File: src/verilog/hcr_defs.svh
// Purpose: Constants of the hardware configuration register block.
// Assumes: 100 MHz clock, AXI4-Lite register access.
// Notes:   Types live in hcr_pkg.
`ifndef HCR_DEFS_SVH
`define HCR_DEFS_SVH

`define HCR_OFS_HWCFG    12'h000
`define HCR_OFS_AUX      12'h004

`define HCR_B_FULL       0
`define HCR_B_LITE       1
`define HCR_B_ETS        3
`define HCR_B_MFP        4
`define HCR_B_SPOL       5
`define HCR_B_SSEL_LO    6
`define HCR_B_SSEL_HI    7
`define HCR_B_APOL       8
`define HCR_B_AEN        9
`define HCR_B_ABUF       10
`define HCR_B_PROT       12
`define HCR_B_EEM        13
`define HCR_B_LED        0
`define HCR_B_DET        1

`define HCR_SEL_L2       2'h0
`define HCR_SEL_L1       2'h1
`define HCR_SEL_L0       2'h2
`define HCR_SEL_L3       2'h3

`define HCR_RESP_OKAY    2'h0
`define HCR_RESP_SLVERR  2'h2

`define HCR_CLK_NS       10
`define HCR_TO_LONG_NS   30000000
`define HCR_TO_SHORT_NS  1280
`define HCR_LITE_CYC     8'h10
`define HCR_FULL_CYC     8'h20

`endif

File: src/verilog/hcr_pkg.sv
// Purpose: Types of the hardware configuration register block.
// Assumes: Used through hcr_pkg::name only.
// Notes:   Gray codes on every step except idle to full.
package hcr_pkg;

  typedef enum logic [1:0] {
    HCR_IDLE   = 2'h0,
    HCR_LITE   = 2'h1,
    HCR_FULL   = 2'h3,
    HCR_RELOAD = 2'h2
  } hcr_rst_st_t;

  typedef enum logic [2:0] {
    HCR_PWR_ACTIVE = 3'h0,
    HCR_PWR_L0     = 3'h1,
    HCR_PWR_L1     = 3'h2,
    HCR_PWR_L2     = 3'h3,
    HCR_PWR_L3     = 3'h4,
    HCR_PWR_DETACH = 3'h5
  } hcr_pwr_t;

endpackage

File: src/verilog/hcr_top.sv
// Purpose: Hardware configuration register, suspend indicator, soft resets.
// Assumes: All non-bus inputs come from logic on clk.
// Notes:   full_soft_reset is the power-on reset; nothing survives it.
//
// The register addresses and the AXI4-Lite interface to the registers were chosen for this implementation.
`timescale 1ns/10ps
`include "hcr_defs.svh"

module hcr_top #(
  parameter int unsigned TO_LONG_CYC = `HCR_TO_LONG_NS / `HCR_CLK_NS
) (
  input  wire logic        clk,
  input  wire logic        full_soft_reset,
  input  wire logic [11:0] awaddr,
  input  wire logic        awvalid,
  output logic             awready,
  input  wire logic [31:0] wdata,
  input  wire logic [3:0]  wstrb,
  input  wire logic        wvalid,
  output logic             wready,
  output logic [1:0]       bresp,
  output logic             bvalid,
  input  wire logic        bready,
  input  wire logic [11:0] araddr,
  input  wire logic        arvalid,
  output logic             arready,
  output logic [31:0]      rdata,
  output logic [1:0]       rresp,
  output logic             rvalid,
  input  wire logic        rready,
  input  wire logic [2:0]  power_state,
  input  wire logic        detach_event,
  input  wire logic        usb_reset,
  input  wire logic        image_present,
  input  wire logic        image_loaded,
  input  wire logic [1:0]  image_suspend_indicator_select,
  input  wire logic        image_suspend_indicator_polarity,
  input  wire logic        image_attach_buf,
  input  wire logic        image_attach_en,
  input  wire logic        image_attach_pol,
  input  wire logic        image_led_enable,
  input  wire logic        eeprom_wait,
  input  wire logic        eeprom_response,
  input  wire logic        eeprom_reload_done,
  output logic             eeprom_timeout_flag,
  output logic             eeprom_reload_req,
  output logic             suspend_indicator_pin,
  output logic             multi_frame_pack,
  output logic             attach_buf,
  output logic             attach_en,
  output logic             attach_pol,
  output logic             led_enable,
  output logic             eeprom_emulation_enable,
  output logic             lite_reset_out,
  output logic             core_reset_out,
  output logic             phy_disconnect
);

  localparam logic [21:0] TO_LONG  = 22'(TO_LONG_CYC - 1);
  localparam logic [21:0] TO_SHORT = 22'(`HCR_TO_SHORT_NS / `HCR_CLK_NS - 1);

  // ---------------------------------------------------------------
  // Helpers
  // ---------------------------------------------------------------
  function automatic logic is_hwcfg(input logic [11:0] a);
    is_hwcfg = (a[11:2] == `HCR_OFS_HWCFG >> 2);
  endfunction

  function automatic logic is_aux(input logic [11:0] a);
    is_aux = (a[11:2] == `HCR_OFS_AUX >> 2);
  endfunction

  // Image value, or zero when no EEPROM or OTP image exists
  function automatic logic img(input logic v);
    img = image_present & v;
  endfunction

  // ---------------------------------------------------------------
  // State
  // ---------------------------------------------------------------
  hcr_pkg::hcr_rst_st_t st_q;
  logic [7:0]  seq_cnt_q;
  logic [1:0]  sel_q;
  logic        spol_q;
  logic        mfp_q;
  logic        ets_q;
  logic        abuf_q;
  logic        aen_q;
  logic        apol_q;
  logic        prot_q;
  logic        eem_q;
  logic        led_q;
  logic        det_q;
  logic [21:0] to_cnt_q;
  logic        to_hit_q;
  logic        to_flag_q;
  logic        pin_q;
  logic        reload_req_q;
  logic [11:0] awaddr_q;
  logic        aw_ok_q;
  logic [31:0] wdata_q;
  logic [3:0]  wstrb_q;
  logic        w_ok_q;
  logic        bvalid_q;
  logic [1:0]  bresp_q;
  logic        rvalid_q;
  logic [31:0] rdata_q;
  logic [1:0]  rresp_q;

  logic do_wr;
  logic wr_hw0;
  logic wr_hw1;
  logic wr_aux;
  logic lite_end;
  logic full_end;
  logic rst_evt;
  logic reload;
  logic ind_act;

  // ---------------------------------------------------------------
  // AXI4-Lite slave
  // ---------------------------------------------------------------
  assign awready = ~aw_ok_q & ~bvalid_q;
  assign wready  = ~w_ok_q & ~bvalid_q;
  assign do_wr   = aw_ok_q & w_ok_q & ~bvalid_q;
  assign wr_hw0  = do_wr & is_hwcfg(awaddr_q) & wstrb_q[0];
  assign wr_hw1  = do_wr & is_hwcfg(awaddr_q) & wstrb_q[1];
  assign wr_aux  = do_wr & is_aux(awaddr_q) & wstrb_q[0];
  assign bvalid  = bvalid_q;
  assign bresp   = bresp_q;
  assign arready = ~rvalid_q;
  assign rvalid  = rvalid_q;
  assign rdata   = rdata_q;
  assign rresp   = rresp_q;

  always_ff @(posedge clk) begin
    if (full_soft_reset) begin
      aw_ok_q  <= 1'b0;
      awaddr_q <= 12'h000;
    end else if (awvalid && awready) begin
      aw_ok_q  <= 1'b1;
      awaddr_q <= awaddr;
    end else if (do_wr) begin
      aw_ok_q  <= 1'b0;
    end
  end

  always_ff @(posedge clk) begin
    if (full_soft_reset) begin
      w_ok_q  <= 1'b0;
      wdata_q <= 32'h0000_0000;
      wstrb_q <= 4'h0;
    end else if (wvalid && wready) begin
      w_ok_q  <= 1'b1;
      wdata_q <= wdata;
      wstrb_q <= wstrb;
    end else if (do_wr) begin
      w_ok_q  <= 1'b0;
    end
  end

  always_ff @(posedge clk) begin
    if (full_soft_reset) begin
      bvalid_q <= 1'b0;
      bresp_q  <= `HCR_RESP_OKAY;
    end else if (do_wr) begin
      bvalid_q <= 1'b1;
      if (is_hwcfg(awaddr_q) || is_aux(awaddr_q)) begin
        bresp_q <= `HCR_RESP_OKAY;
      end else begin
        bresp_q <= `HCR_RESP_SLVERR;
      end
    end else if (bready) begin
      bvalid_q <= 1'b0;
    end
  end

  always_ff @(posedge clk) begin
    if (full_soft_reset) begin
      rvalid_q <= 1'b0;
      rdata_q  <= 32'h0000_0000;
      rresp_q  <= `HCR_RESP_OKAY;
    end else if (arvalid && arready) begin
      rvalid_q <= 1'b1;
      rdata_q  <= 32'h0000_0000;
      rresp_q  <= `HCR_RESP_OKAY;
      if (is_hwcfg(araddr)) begin
        rdata_q[`HCR_B_EEM]     <= eem_q;
        rdata_q[`HCR_B_PROT]    <= prot_q;
        rdata_q[`HCR_B_ABUF]    <= abuf_q;
        rdata_q[`HCR_B_AEN]     <= aen_q;
        rdata_q[`HCR_B_APOL]    <= apol_q;
        rdata_q[`HCR_B_SSEL_HI:`HCR_B_SSEL_LO] <= sel_q;
        rdata_q[`HCR_B_SPOL]    <= spol_q;
        rdata_q[`HCR_B_MFP]     <= mfp_q;
        rdata_q[`HCR_B_ETS]     <= ets_q;
        rdata_q[`HCR_B_LITE]    <= (st_q == hcr_pkg::HCR_LITE);
        rdata_q[`HCR_B_FULL]    <= (st_q == hcr_pkg::HCR_FULL)
                                 | (st_q == hcr_pkg::HCR_RELOAD);
      end else if (is_aux(araddr)) begin
        rdata_q[`HCR_B_LED]     <= led_q;
        rdata_q[`HCR_B_DET]     <= det_q;
      end else begin
        rresp_q <= `HCR_RESP_SLVERR;
      end
    end else if (rready) begin
      rvalid_q <= 1'b0;
    end
  end

  // ---------------------------------------------------------------
  // Soft reset sequencer
  // ---------------------------------------------------------------
  assign lite_end = (st_q == hcr_pkg::HCR_LITE) && (seq_cnt_q == 8'h00);
  assign full_end = (st_q == hcr_pkg::HCR_RELOAD) && eeprom_reload_done;
  assign rst_evt  = usb_reset | lite_end | full_end;
  assign reload   = rst_evt | image_loaded;

  always_ff @(posedge clk) begin
    if (full_soft_reset) begin
      st_q         <= hcr_pkg::HCR_IDLE;
      seq_cnt_q    <= 8'h00;
      reload_req_q <= 1'b0;
    end else begin
      reload_req_q <= 1'b0;
      case (st_q)
        hcr_pkg::HCR_IDLE: begin
          // Full reset wins if both bits are written at once
          if (wr_hw0 && wdata_q[`HCR_B_FULL]) begin
            st_q      <= hcr_pkg::HCR_FULL;
            seq_cnt_q <= `HCR_FULL_CYC - 8'h01;
          end else if (wr_hw0 && wdata_q[`HCR_B_LITE]) begin
            st_q      <= hcr_pkg::HCR_LITE;
            seq_cnt_q <= `HCR_LITE_CYC - 8'h01;
          end
        end
        hcr_pkg::HCR_LITE: begin
          if (seq_cnt_q == 8'h00) begin
            st_q <= hcr_pkg::HCR_IDLE;
          end else begin
            seq_cnt_q <= seq_cnt_q - 8'h01;
          end
        end
        hcr_pkg::HCR_FULL: begin
          if (seq_cnt_q == 8'h00) begin
            st_q         <= hcr_pkg::HCR_RELOAD;
            reload_req_q <= 1'b1;
          end else begin
            seq_cnt_q <= seq_cnt_q - 8'h01;
          end
        end
        hcr_pkg::HCR_RELOAD: begin
          if (eeprom_reload_done) begin
            st_q <= hcr_pkg::HCR_IDLE;
          end
        end
        default: begin
          st_q <= hcr_pkg::HCR_IDLE;
        end
      endcase
    end
  end

  // Lite reset touches only the core: no PHY, USB or EEPROM action
  assign lite_reset_out    = (st_q == hcr_pkg::HCR_LITE);
  assign core_reset_out    = (st_q == hcr_pkg::HCR_FULL);
  assign phy_disconnect    = (st_q == hcr_pkg::HCR_FULL)
                           | (st_q == hcr_pkg::HCR_RELOAD);
  assign eeprom_reload_req = reload_req_q;

  // ---------------------------------------------------------------
  // Protected fields
  // ---------------------------------------------------------------
  // While protected only power-on clears these; protection blocks image restore
  always_ff @(posedge clk) begin
    if (full_soft_reset) begin
      sel_q  <= `HCR_SEL_L2;
      spol_q <= 1'b0;
      abuf_q <= 1'b0;
      aen_q  <= 1'b0;
      apol_q <= 1'b0;
    end else if (reload && !prot_q) begin
      sel_q  <= image_present ? image_suspend_indicator_select : `HCR_SEL_L2;
      spol_q <= img(image_suspend_indicator_polarity);
      abuf_q <= img(image_attach_buf);
      aen_q  <= img(image_attach_en);
      apol_q <= img(image_attach_pol);
    end else begin
      if (wr_hw0) begin
        sel_q  <= wdata_q[`HCR_B_SSEL_HI:`HCR_B_SSEL_LO];
        spol_q <= wdata_q[`HCR_B_SPOL];
      end
      if (wr_hw1) begin
        abuf_q <= wdata_q[`HCR_B_ABUF];
        aen_q  <= wdata_q[`HCR_B_AEN];
        apol_q <= wdata_q[`HCR_B_APOL];
      end
    end
  end

  always_ff @(posedge clk) begin
    if (full_soft_reset) begin
      prot_q <= 1'b0;
      eem_q  <= 1'b0;
    end else if (rst_evt && !prot_q) begin
      prot_q <= 1'b0;
      eem_q  <= 1'b0;
    end else if (wr_hw1) begin
      prot_q <= wdata_q[`HCR_B_PROT];
      eem_q  <= wdata_q[`HCR_B_EEM];
    end
  end

  // ---------------------------------------------------------------
  // Unprotected fields
  // ---------------------------------------------------------------
  always_ff @(posedge clk) begin
    if (full_soft_reset || rst_evt) begin
      mfp_q <= 1'b0;
      ets_q <= 1'b0;
    end else if (wr_hw0) begin
      mfp_q <= wdata_q[`HCR_B_MFP];
      ets_q <= wdata_q[`HCR_B_ETS];
    end
  end

  always_ff @(posedge clk) begin
    if (full_soft_reset) begin
      led_q <= 1'b0;
    end else if (reload) begin
      led_q <= img(image_led_enable);
    end else if (wr_aux) begin
      led_q <= wdata_q[`HCR_B_LED];
    end
  end

  // Event set wins over a write-one clear in the same cycle
  always_ff @(posedge clk) begin
    if (full_soft_reset) begin
      det_q <= 1'b0;
    end else if (detach_event) begin
      det_q <= 1'b1;
    end else if (wr_aux && wdata_q[`HCR_B_DET]) begin
      det_q <= 1'b0;
    end
  end

  // ---------------------------------------------------------------
  // Suspend indicator
  // ---------------------------------------------------------------
  // No gating by emulation enable or EEPROM presence
  always_comb begin
    ind_act = 1'b0;
    case (hcr_pkg::hcr_pwr_t'(power_state))
      hcr_pkg::HCR_PWR_L2:     ind_act = 1'b1;
      hcr_pkg::HCR_PWR_L1:     ind_act = (sel_q != `HCR_SEL_L2);
      hcr_pkg::HCR_PWR_DETACH: ind_act = (sel_q != `HCR_SEL_L2);
      hcr_pkg::HCR_PWR_L0:     ind_act = sel_q[1];
      hcr_pkg::HCR_PWR_L3:     ind_act = (sel_q == `HCR_SEL_L3);
      default:                 ind_act = 1'b0;
    endcase
  end

  always_ff @(posedge clk) begin
    if (full_soft_reset) begin
      pin_q <= 1'b1;
    end else begin
      pin_q <= spol_q ? ind_act : ~ind_act;
    end
  end

  assign suspend_indicator_pin = pin_q;

  // ---------------------------------------------------------------
  // EEPROM response timeout
  // ---------------------------------------------------------------
  // One flag pulse per wait; counter rearms when the wait ends
  always_ff @(posedge clk) begin
    if (full_soft_reset || !eeprom_wait || eeprom_response) begin
      to_cnt_q  <= 22'h00_0000;
      to_hit_q  <= 1'b0;
      to_flag_q <= 1'b0;
    end else begin
      to_flag_q <= 1'b0;
      if (!to_hit_q) begin
        if (to_cnt_q >= (ets_q ? TO_SHORT : TO_LONG)) begin
          to_hit_q  <= 1'b1;
          to_flag_q <= 1'b1;
        end else begin
          to_cnt_q <= to_cnt_q + 22'h00_0001;
        end
      end
    end
  end

  assign eeprom_timeout_flag     = to_flag_q;
  assign multi_frame_pack        = mfp_q;
  assign attach_buf              = abuf_q;
  assign attach_en               = aen_q;
  assign attach_pol              = apol_q;
  assign led_enable              = led_q;
  assign eeprom_emulation_enable = eem_q;

endmodule

File: config.mk
export PLATFORM = sky130hd
export DESIGN_NAME = hcr_top
export DESIGN_NICKNAME = d
export VERILOG_FILES = /design/src/verilog/hcr_pkg.sv /design/src/verilog/hcr_top.sv
export VERILOG_INCLUDE_DIRS = /design/src /design/src/verilog
export SDC_FILE = /design/constraint.sdc
export NUM_CORES = 1
export LEC_CHECK = 0
export BUFFER_PORTS_ARGS = -buffer_cell sky130_fd_sc_hd__buf_2
export CAP_MARGIN = 40
export CORE_UTILIZATION = 51
export CTS_CLUSTER_SIZE = 8
export DETAILED_ROUTE_END_ITERATION = 10
export MAX_ROUTING_LAYER = met4
export PLACE_DENSITY = 0.8
export RECOVER_POWER = 50
export SYNTH_ARGS = -nofsm -noshare
export SYNTH_HDL_FRONTEND = slang
export SYNTH_SLANG_ARGS = --single-unit
File: constraint.sdc
create_clock -name clk -period 3.12 [get_ports clk]
set_input_delay 0.78 -clock clk [delete_from_list [all_inputs] [get_ports clk]]
set_output_delay 0.78 -clock clk [all_outputs]
set_load 0.01 [all_outputs]
==> key figures, run 1 <==
Outcome
  – Status: complete, no violations

Cells and area
  – Most frequent cells in the layout: 90 x dfxtp_1, 63 x nand2_1, 59 x buf_2
  – Commonest non-fill, non-tap cell in the layout: dfxtp_1
  – Cell Count, Final, Fillers Out: 693
  – Post-route cell area: 4820 µm²
  – Antenna diodes: 0
  – Layout cells sized above 1: 16.4%
  – Synth-to-Final Area Change: 14.3%
  – Nets: 683
  – Final core occ: 61.4%

Pwr
  – Switching Share: 27.6%
  – Internal Power: 1.56 mW
  – Comb pwr share: 8.1%
  – Sequential share of power: 55.9%
  – Clock power frac: 35.9%
  – Total power: 2.16 mW
  – PwrDens: 448 nW/µm²
  – NetSw: 0.595 mW
  – Static leakage: 1.95 nW
  – Worst vdd ir: 296 µV

Synth
  – Netlist Area Pre-Place: 4220 µm²
  – Warning count from the yosys run: 0
  – #FFs+latches synth: 90
  – Register area share after synthesis: 42.7%
  – Number of synthesized flops with an enable pin: 0
  – Async SR Flop Fraction: 0%
  – Synth unique cells: 48
  – Syn Area/Cell: 8.40 µm²
  – Synth Instances: 502
  – Most used DFF post-synth: dfxtp_1

CTS
  – CTS resizes: 0
  – Setup repair bufs after CTS: 0
  – Clock sink total: 90
  – Reg clk slew, reported paths: 110 ps
  – TritonCTS buffer count: 9
  – CTS root buffer: clkbuf_8
  – Skew-Pair Late Insertion Delay: 360 ps
  – H-tree depth: 3
  – Clock Path Buffers: 2
  – Cts hold-fix bufs: 0
  – CTS tree: built

Placed design
  – Port bufs: 88
  – Hpwl dp: 6930 µm
  – DP Cell Count: 677
  – Pre-CTS setup slack: 446 ps
  – Routability cong.: 0.933
  – Placed cell area: 4670 µm²

Critical path
  – WP buf/inv: 2
  – Crit Path Max Fanout: 36
  – CP required: 3390 ps
  – CP arrival: 2980 ps
  – Max incr delay on CP: 1050 ps
  – Setup crit end kind: flip-flop
  – Crit path cell chain: clkbuf_1 -> clkbuf_2 -> or2_2 -> o21ai_0 -> o21a_1
  – Crit Path Class: primary input to flip-flop
  – Crit start category: primary input
  – Critical path's slowest cell: clkbuf_1
  – Top delay family on crit path: buffers and inverters

Timing
  – Final setup vio count: 0
  – Final Max Tran Viols: 0
  – TNS Setup: 0 ps
  – RSZ-0062 raised after global routing: false
  – Slew HR: 0.857%
  – Worst Hold Slack: 470 ps
  – Final Hold Viols: 0
  – Final Skew: 14.3 ps
  – Least-Margin Pin Slew: 1490 ps
  – Final Cycle Share: 87.0%
  – PnR worst setup slack: 406 ps
  – Fmax: 368 MHz
  – Fin crit period: 2710 ps

Min path
  – Worst Hold Class: flip-flop to flip-flop

Route
  – DR WL/cell: 13.5 µm
  – Total wire length: 9380 µm
  – Antenna-violating nets left: 0
  – Pre-Repair DR Iteration Count: 5
  – Vias per inst: 5.34
  – Post-route DRC: 0
  – Initial drt markers: 184
  – Via count: 3,701

Floorplan
  – Die area: 8640 µm²
  – Die height: 93.0 µm
  – Core area: 7850 µm²
  – Number of I/O pins: 137
  – Die X: 93.0 µm
  – Row cnt: 32
  – Starting Density: 53.8%

GRT
  – Gr ovfl total: 0
  – Initial antenna violation count: 0
  – Total track usage: 23.5%
  – Largest net degree at the start of global routing: 37
  – First-pass GRT wire length: 15,800 µm
  – Vias in the first global route: 3,448

Flow run
  – Max_cap viols: 0
[registers in the layout, indices dropped and copies added (netlist names), 2 cells and up]
| signal | count |
|---|---|
| sel_q | 2 |
| st_q | 2 |
| rdata | 12 |
| to_cnt_q | 22 |
| wstrb_q | 2 |
| wdata_q | 12 |
| awaddr_q | 10 |
| seq_cnt_q | 8 |
[tightest hold or removal path, cell delays in order, from the launching register on]
cell and delay, ps:
dfxtp_1 330, nand2_1 50, a21oi_1 50
[logic make-up (layout without fill, tap and decap cells)]
kind of cell / count (synthesis) / in the layout / synth area share [%]
flip-flops: 90 / 90 / 42.7
multiplexers: 13 / 13 / 3.32
AND/OR/NAND/NOR: 213 / 213 / 25.2
adder cells (fa/ha/maj): 13 / 13 / 3.86
other: 1 / 22 / 0.0889
AO/OA/AOI/OAI: 90 / 90 / 12.7
buffers and inverters: 58 / 126 / 7.21
XOR/XNOR: 24 / 24 / 4.98
[power by group through the flow]
stage	Sequential [mW]	Clock (mW)	Combinational, mW
finish	1.21	0.776	0.176
global route	1.21	0.849	0.200
CTS	1.21	0.793	0.179
detailed placement	1.23	0	0.178
global placement	1.23	0	0.174
floorplan	1.23	0	0.128
[layout make-up]
cell class,instances,area (µm²)
Multi-Input combinational cell,375,2190
Sequential cell,90,1800
Tap cell,102,128
Fill cell,714,3030
Clock buffer,9,124
Clock inverter,7,65.1
Timing Repair Buffer,95,454
Inverter,15,56.3
[layer usage]
layer | share of wire (%) | wire length (µm) | track usage (%) | vias to the layer above
met5 | 0 | 0 | - | -
met4 | 1.7 | 158 | 9.74 | 0
met3 | 5.1 | 483 | 4.27 | 16
met2 | 48 | 4540 | 37.9 | 118
met1 | 45 | 4200 | 29.0 | 1695
li1 | - | - | - | 1872
[synth_stat cells (4+ instances only)]
cell type / instances / area (µm²)
o21ai_0: 16 / 80.1
nand4_1: 12 / 75.1
clkbuf_1: 18 / 67.6
and4_1: 5 / 43.8
nor3_1: 10 / 50.1
xnor2_1: 5 / 43.8
buf_4: 22 / 165
ha_1: 13 / 163
nor4_1: 4 / 25.0
xor2_1: 19 / 166
nand4b_1: 5 / 43.8
dfxtp_1: 90 / 1800
nor2_1: 55 / 206
nand2_1: 63 / 236
nand3_1: 22 / 110
mux2_2: 8 / 90.1
a21oi_1: 44 / 220
nor2b_1: 5 / 31.3
a211oi_1: 7 / 52.6
mux2i_1: 5 / 50.1
nand2b_1: 7 / 43.8
a22oi_1: 12 / 90.1
inv_1: 15 / 56.3
[worst paths after layout]
check                           cells after the start             from  slack [ps]     endpoint
worst max-delay path                                5  full_soft_reset         410       prot_q
worst min-delay path                                2      awaddr_q[3]         470  awaddr_q[3]
worst max register to register                      8            ets_q         530  to_cnt_q[8]
worst min register to register                      2      awaddr_q[3]         470  awaddr_q[3]
(Power assumes the default switching activity.)
==> run 2: changes to the inputs <==
CTS_BUF_LIST = sky130_fd_sc_hd__clkbuf_16   (was unset)
==> run 2 against run 1 <==
Net effect:
- largest power group unchanged
- the flow now finishes with violations (capacitance limit, slew limit)
- flip-flop and latch count unchanged
- sequential share of layout area down 0.77 points
- power up 13%
- maximum frequency down 1.8%
==> key figures, run 2 (synthesis results as in run 1) <==
Outcome
  – Status: finished, violations left (was complete, no violations)
  – Failing checks: capacitance limit, slew limit

Floorplan
  – Die height: 93.0 µm (unchanged)
  – Starting Density: 53.8% (unchanged)
  – Core area: 7850 µm² (unchanged)
  – Die area: 8640 µm² (unchanged)
  – Row cnt: 32 (unchanged)
  – Number of I/O pins: 137 (unchanged)
  – Die X: 93.0 µm (unchanged)

Route
  – Pre-Repair DR Iteration Count: 4 (was 5)
  – DR WL/cell: 13.8 µm (was 13.5 µm)
  – Initial drt markers: 192 (was 184)
  – Total wire length: 9570 µm (was 9380 µm)
  – Post-route DRC: 0 (unchanged)
  – Via count: 3,751 (was 3,701)
  – Vias per inst: 5.41 (was 5.34)
  – Antenna-violating nets left: 0 (unchanged)

Critical path
  – Crit start category: primary input (unchanged)
  – Crit Path Class: primary input to flip-flop (unchanged)
  – Max incr delay on CP: 1070 ps (was 1050 ps)
  – CP required: 3360 ps (was 3390 ps)
  – CP arrival: 3010 ps (was 2980 ps)
  – Setup crit end kind: flip-flop (unchanged)
  – Crit Path Max Fanout: 36 (unchanged)
  – WP buf/inv: 2 (unchanged)
  – Critical path's slowest cell: clkbuf_1 (unchanged)
  – Top delay family on crit path: buffers and inverters (unchanged)
  – Crit path cell chain: clkbuf_1 -> clkbuf_2 -> or2_2 -> o21ai_0 -> o21a_1 (unchanged)

Timing
  – Final Max Tran Viols: 37 (was 0)
  – TNS Setup: 0 ps (unchanged)
  – RSZ-0062 raised after global routing: false (unchanged)
  – Fin crit period: 2760 ps (was 2710 ps)
  – Final setup vio count: 0 (unchanged)
  – Final Cycle Share: 88.6% (was 87.0%)
  – Final Skew: 10.3 ps (was 14.3 ps)
  – Worst Hold Slack: 463 ps (was 470 ps)
  – Slew HR: -0.779% (was 0.857%)
  – Final Hold Viols: 0 (unchanged)
  – Fmax: 362 MHz (was 368 MHz)
  – Least-Margin Pin Slew: 1510 ps (was 1490 ps)

CTS
  – Skew-Pair Late Insertion Delay: 350 ps (was 360 ps)
  – Clock sink total: 90 (unchanged)
  – Cts hold-fix bufs: 0 (unchanged)
  – TritonCTS buffer count: 9 (unchanged)
  – Reg clk slew, reported paths: 70 ps (was 110 ps)
  – H-tree depth: 3 (unchanged)
  – Setup repair bufs after CTS: 0 (unchanged)
  – Clock Path Buffers: 2 (unchanged)
  – CTS resizes: 0 (unchanged)
  – CTS root buffer: clkbuf_16 (was clkbuf_8)
  – CTS tree: built (unchanged)

Cells and area
  – Area of the multi-input gates: 2190 µm² (unchanged)
  – Most frequent cells in the layout: 90 x dfxtp_1, 63 x nand2_1, 59 x buf_2 (unchanged)
  – Antenna diodes: 0 (unchanged)
  – Synth-to-Final Area Change: 16.7% (was 14.3%)
  – Number of flip-flops in the largest register: 22 (unchanged)
  – Post-route cell area: 4920 µm² (was 4820 µm²)
  – Layout cells sized above 1: 16.4% (unchanged)
  – Nets: 683 (unchanged)
  – Commonest non-fill, non-tap cell in the layout: dfxtp_1 (unchanged)
  – FF/Latch Area: 1800 µm² (unchanged)
  – Fill count: 689 (was 714)
  – Top reg by flops: to_cnt_q (unchanged)
  – Final core occ: 62.7% (was 61.4%)

GRT
  – Initial antenna violation count: 0 (unchanged)
  – Gr ovfl total: 0 (unchanged)
  – First-pass GRT wire length: 15,900 µm (was 15,800 µm)
  – Total track usage: 23.9% (was 23.5%)
  – Vias in the first global route: 3,448 (unchanged)
  – Largest net degree at the start of global routing: 37 (unchanged)

Pwr
  – PwrDens: 497 nW/µm² (was 448 nW/µm²)
  – Worst vdd ir: 412 µV (was 296 µV)
  – Static leakage: 1.99 nW (was 1.95 nW)

Flow run
  – Max_cap viols: 1 (was 0)

Placed design
  – Port bufs: 88 (unchanged)
  – Placed cell area: 4670 µm² (unchanged)
  – Routability cong.: 0.933 (unchanged)
  – Hpwl dp: 6930 µm (unchanged)

Min path
  – Worst Hold Class: flip-flop to flip-flop (unchanged)
[run 2: cell types whose count changed in the layout (fill, tap and decap cells not counted)]
cell | before | now
clkbuf_16 | 0 | 9
clkbuf_8 | 9 | 0
[run 2: worst min-delay path, cell delays in order (launching register included)]
cell and delay (ps):
dfxtp_1 310, nand2_1 50, a21oi_1 50
[run 2: worst paths after layout]
check	from	to	slack (ps)	cells after the start
max	full_soft_reset	prot_q	360	5
min	wdata_q[9]	wdata_q[9]	460	2
max reg2reg	ets_q	to_cnt_q[8]	530	8
min reg2reg	wdata_q[9]	wdata_q[9]	460	2
[run 2: area by class of cell]
type / instances / area share (%)
well taps: 102 / 2.59
clock buffers: 9 / 4.58
flip-flops and latches: 90 / 36.6
repair buffers: 95 / 9.23
clock inverters: 7 / 1.32
multi-input cells: 375 / 44.5
inverters: 15 / 1.14
[run 2: metal layers]
metal	global-route usage, %	up-vias	wire [µm]
li1	-	1874	-
met4	7.56	0	132
met2	40.0	131	4760
met1	28.5	1732	4140
met5	-	-	0
met3	5.34	14	540
[run 2: through the flow]
step	cells	total power [mW]	worst slack [ps]
finish	693	2.45	356
global route	693	2.55	192
CTS	693	2.47	529
detailed placement	677	1.41	446
global placement	677	1.40	492
floorplan	523	1.36	607
[run 2: power breakdown]
group          internal, mW  total [mW]  switching (mW)  leakage [nW]
clock                 0.564        1.06           0.499         0.147
sequential             1.18        1.21          0.0257         0.731
combinational        0.0682       0.177           0.109          1.11
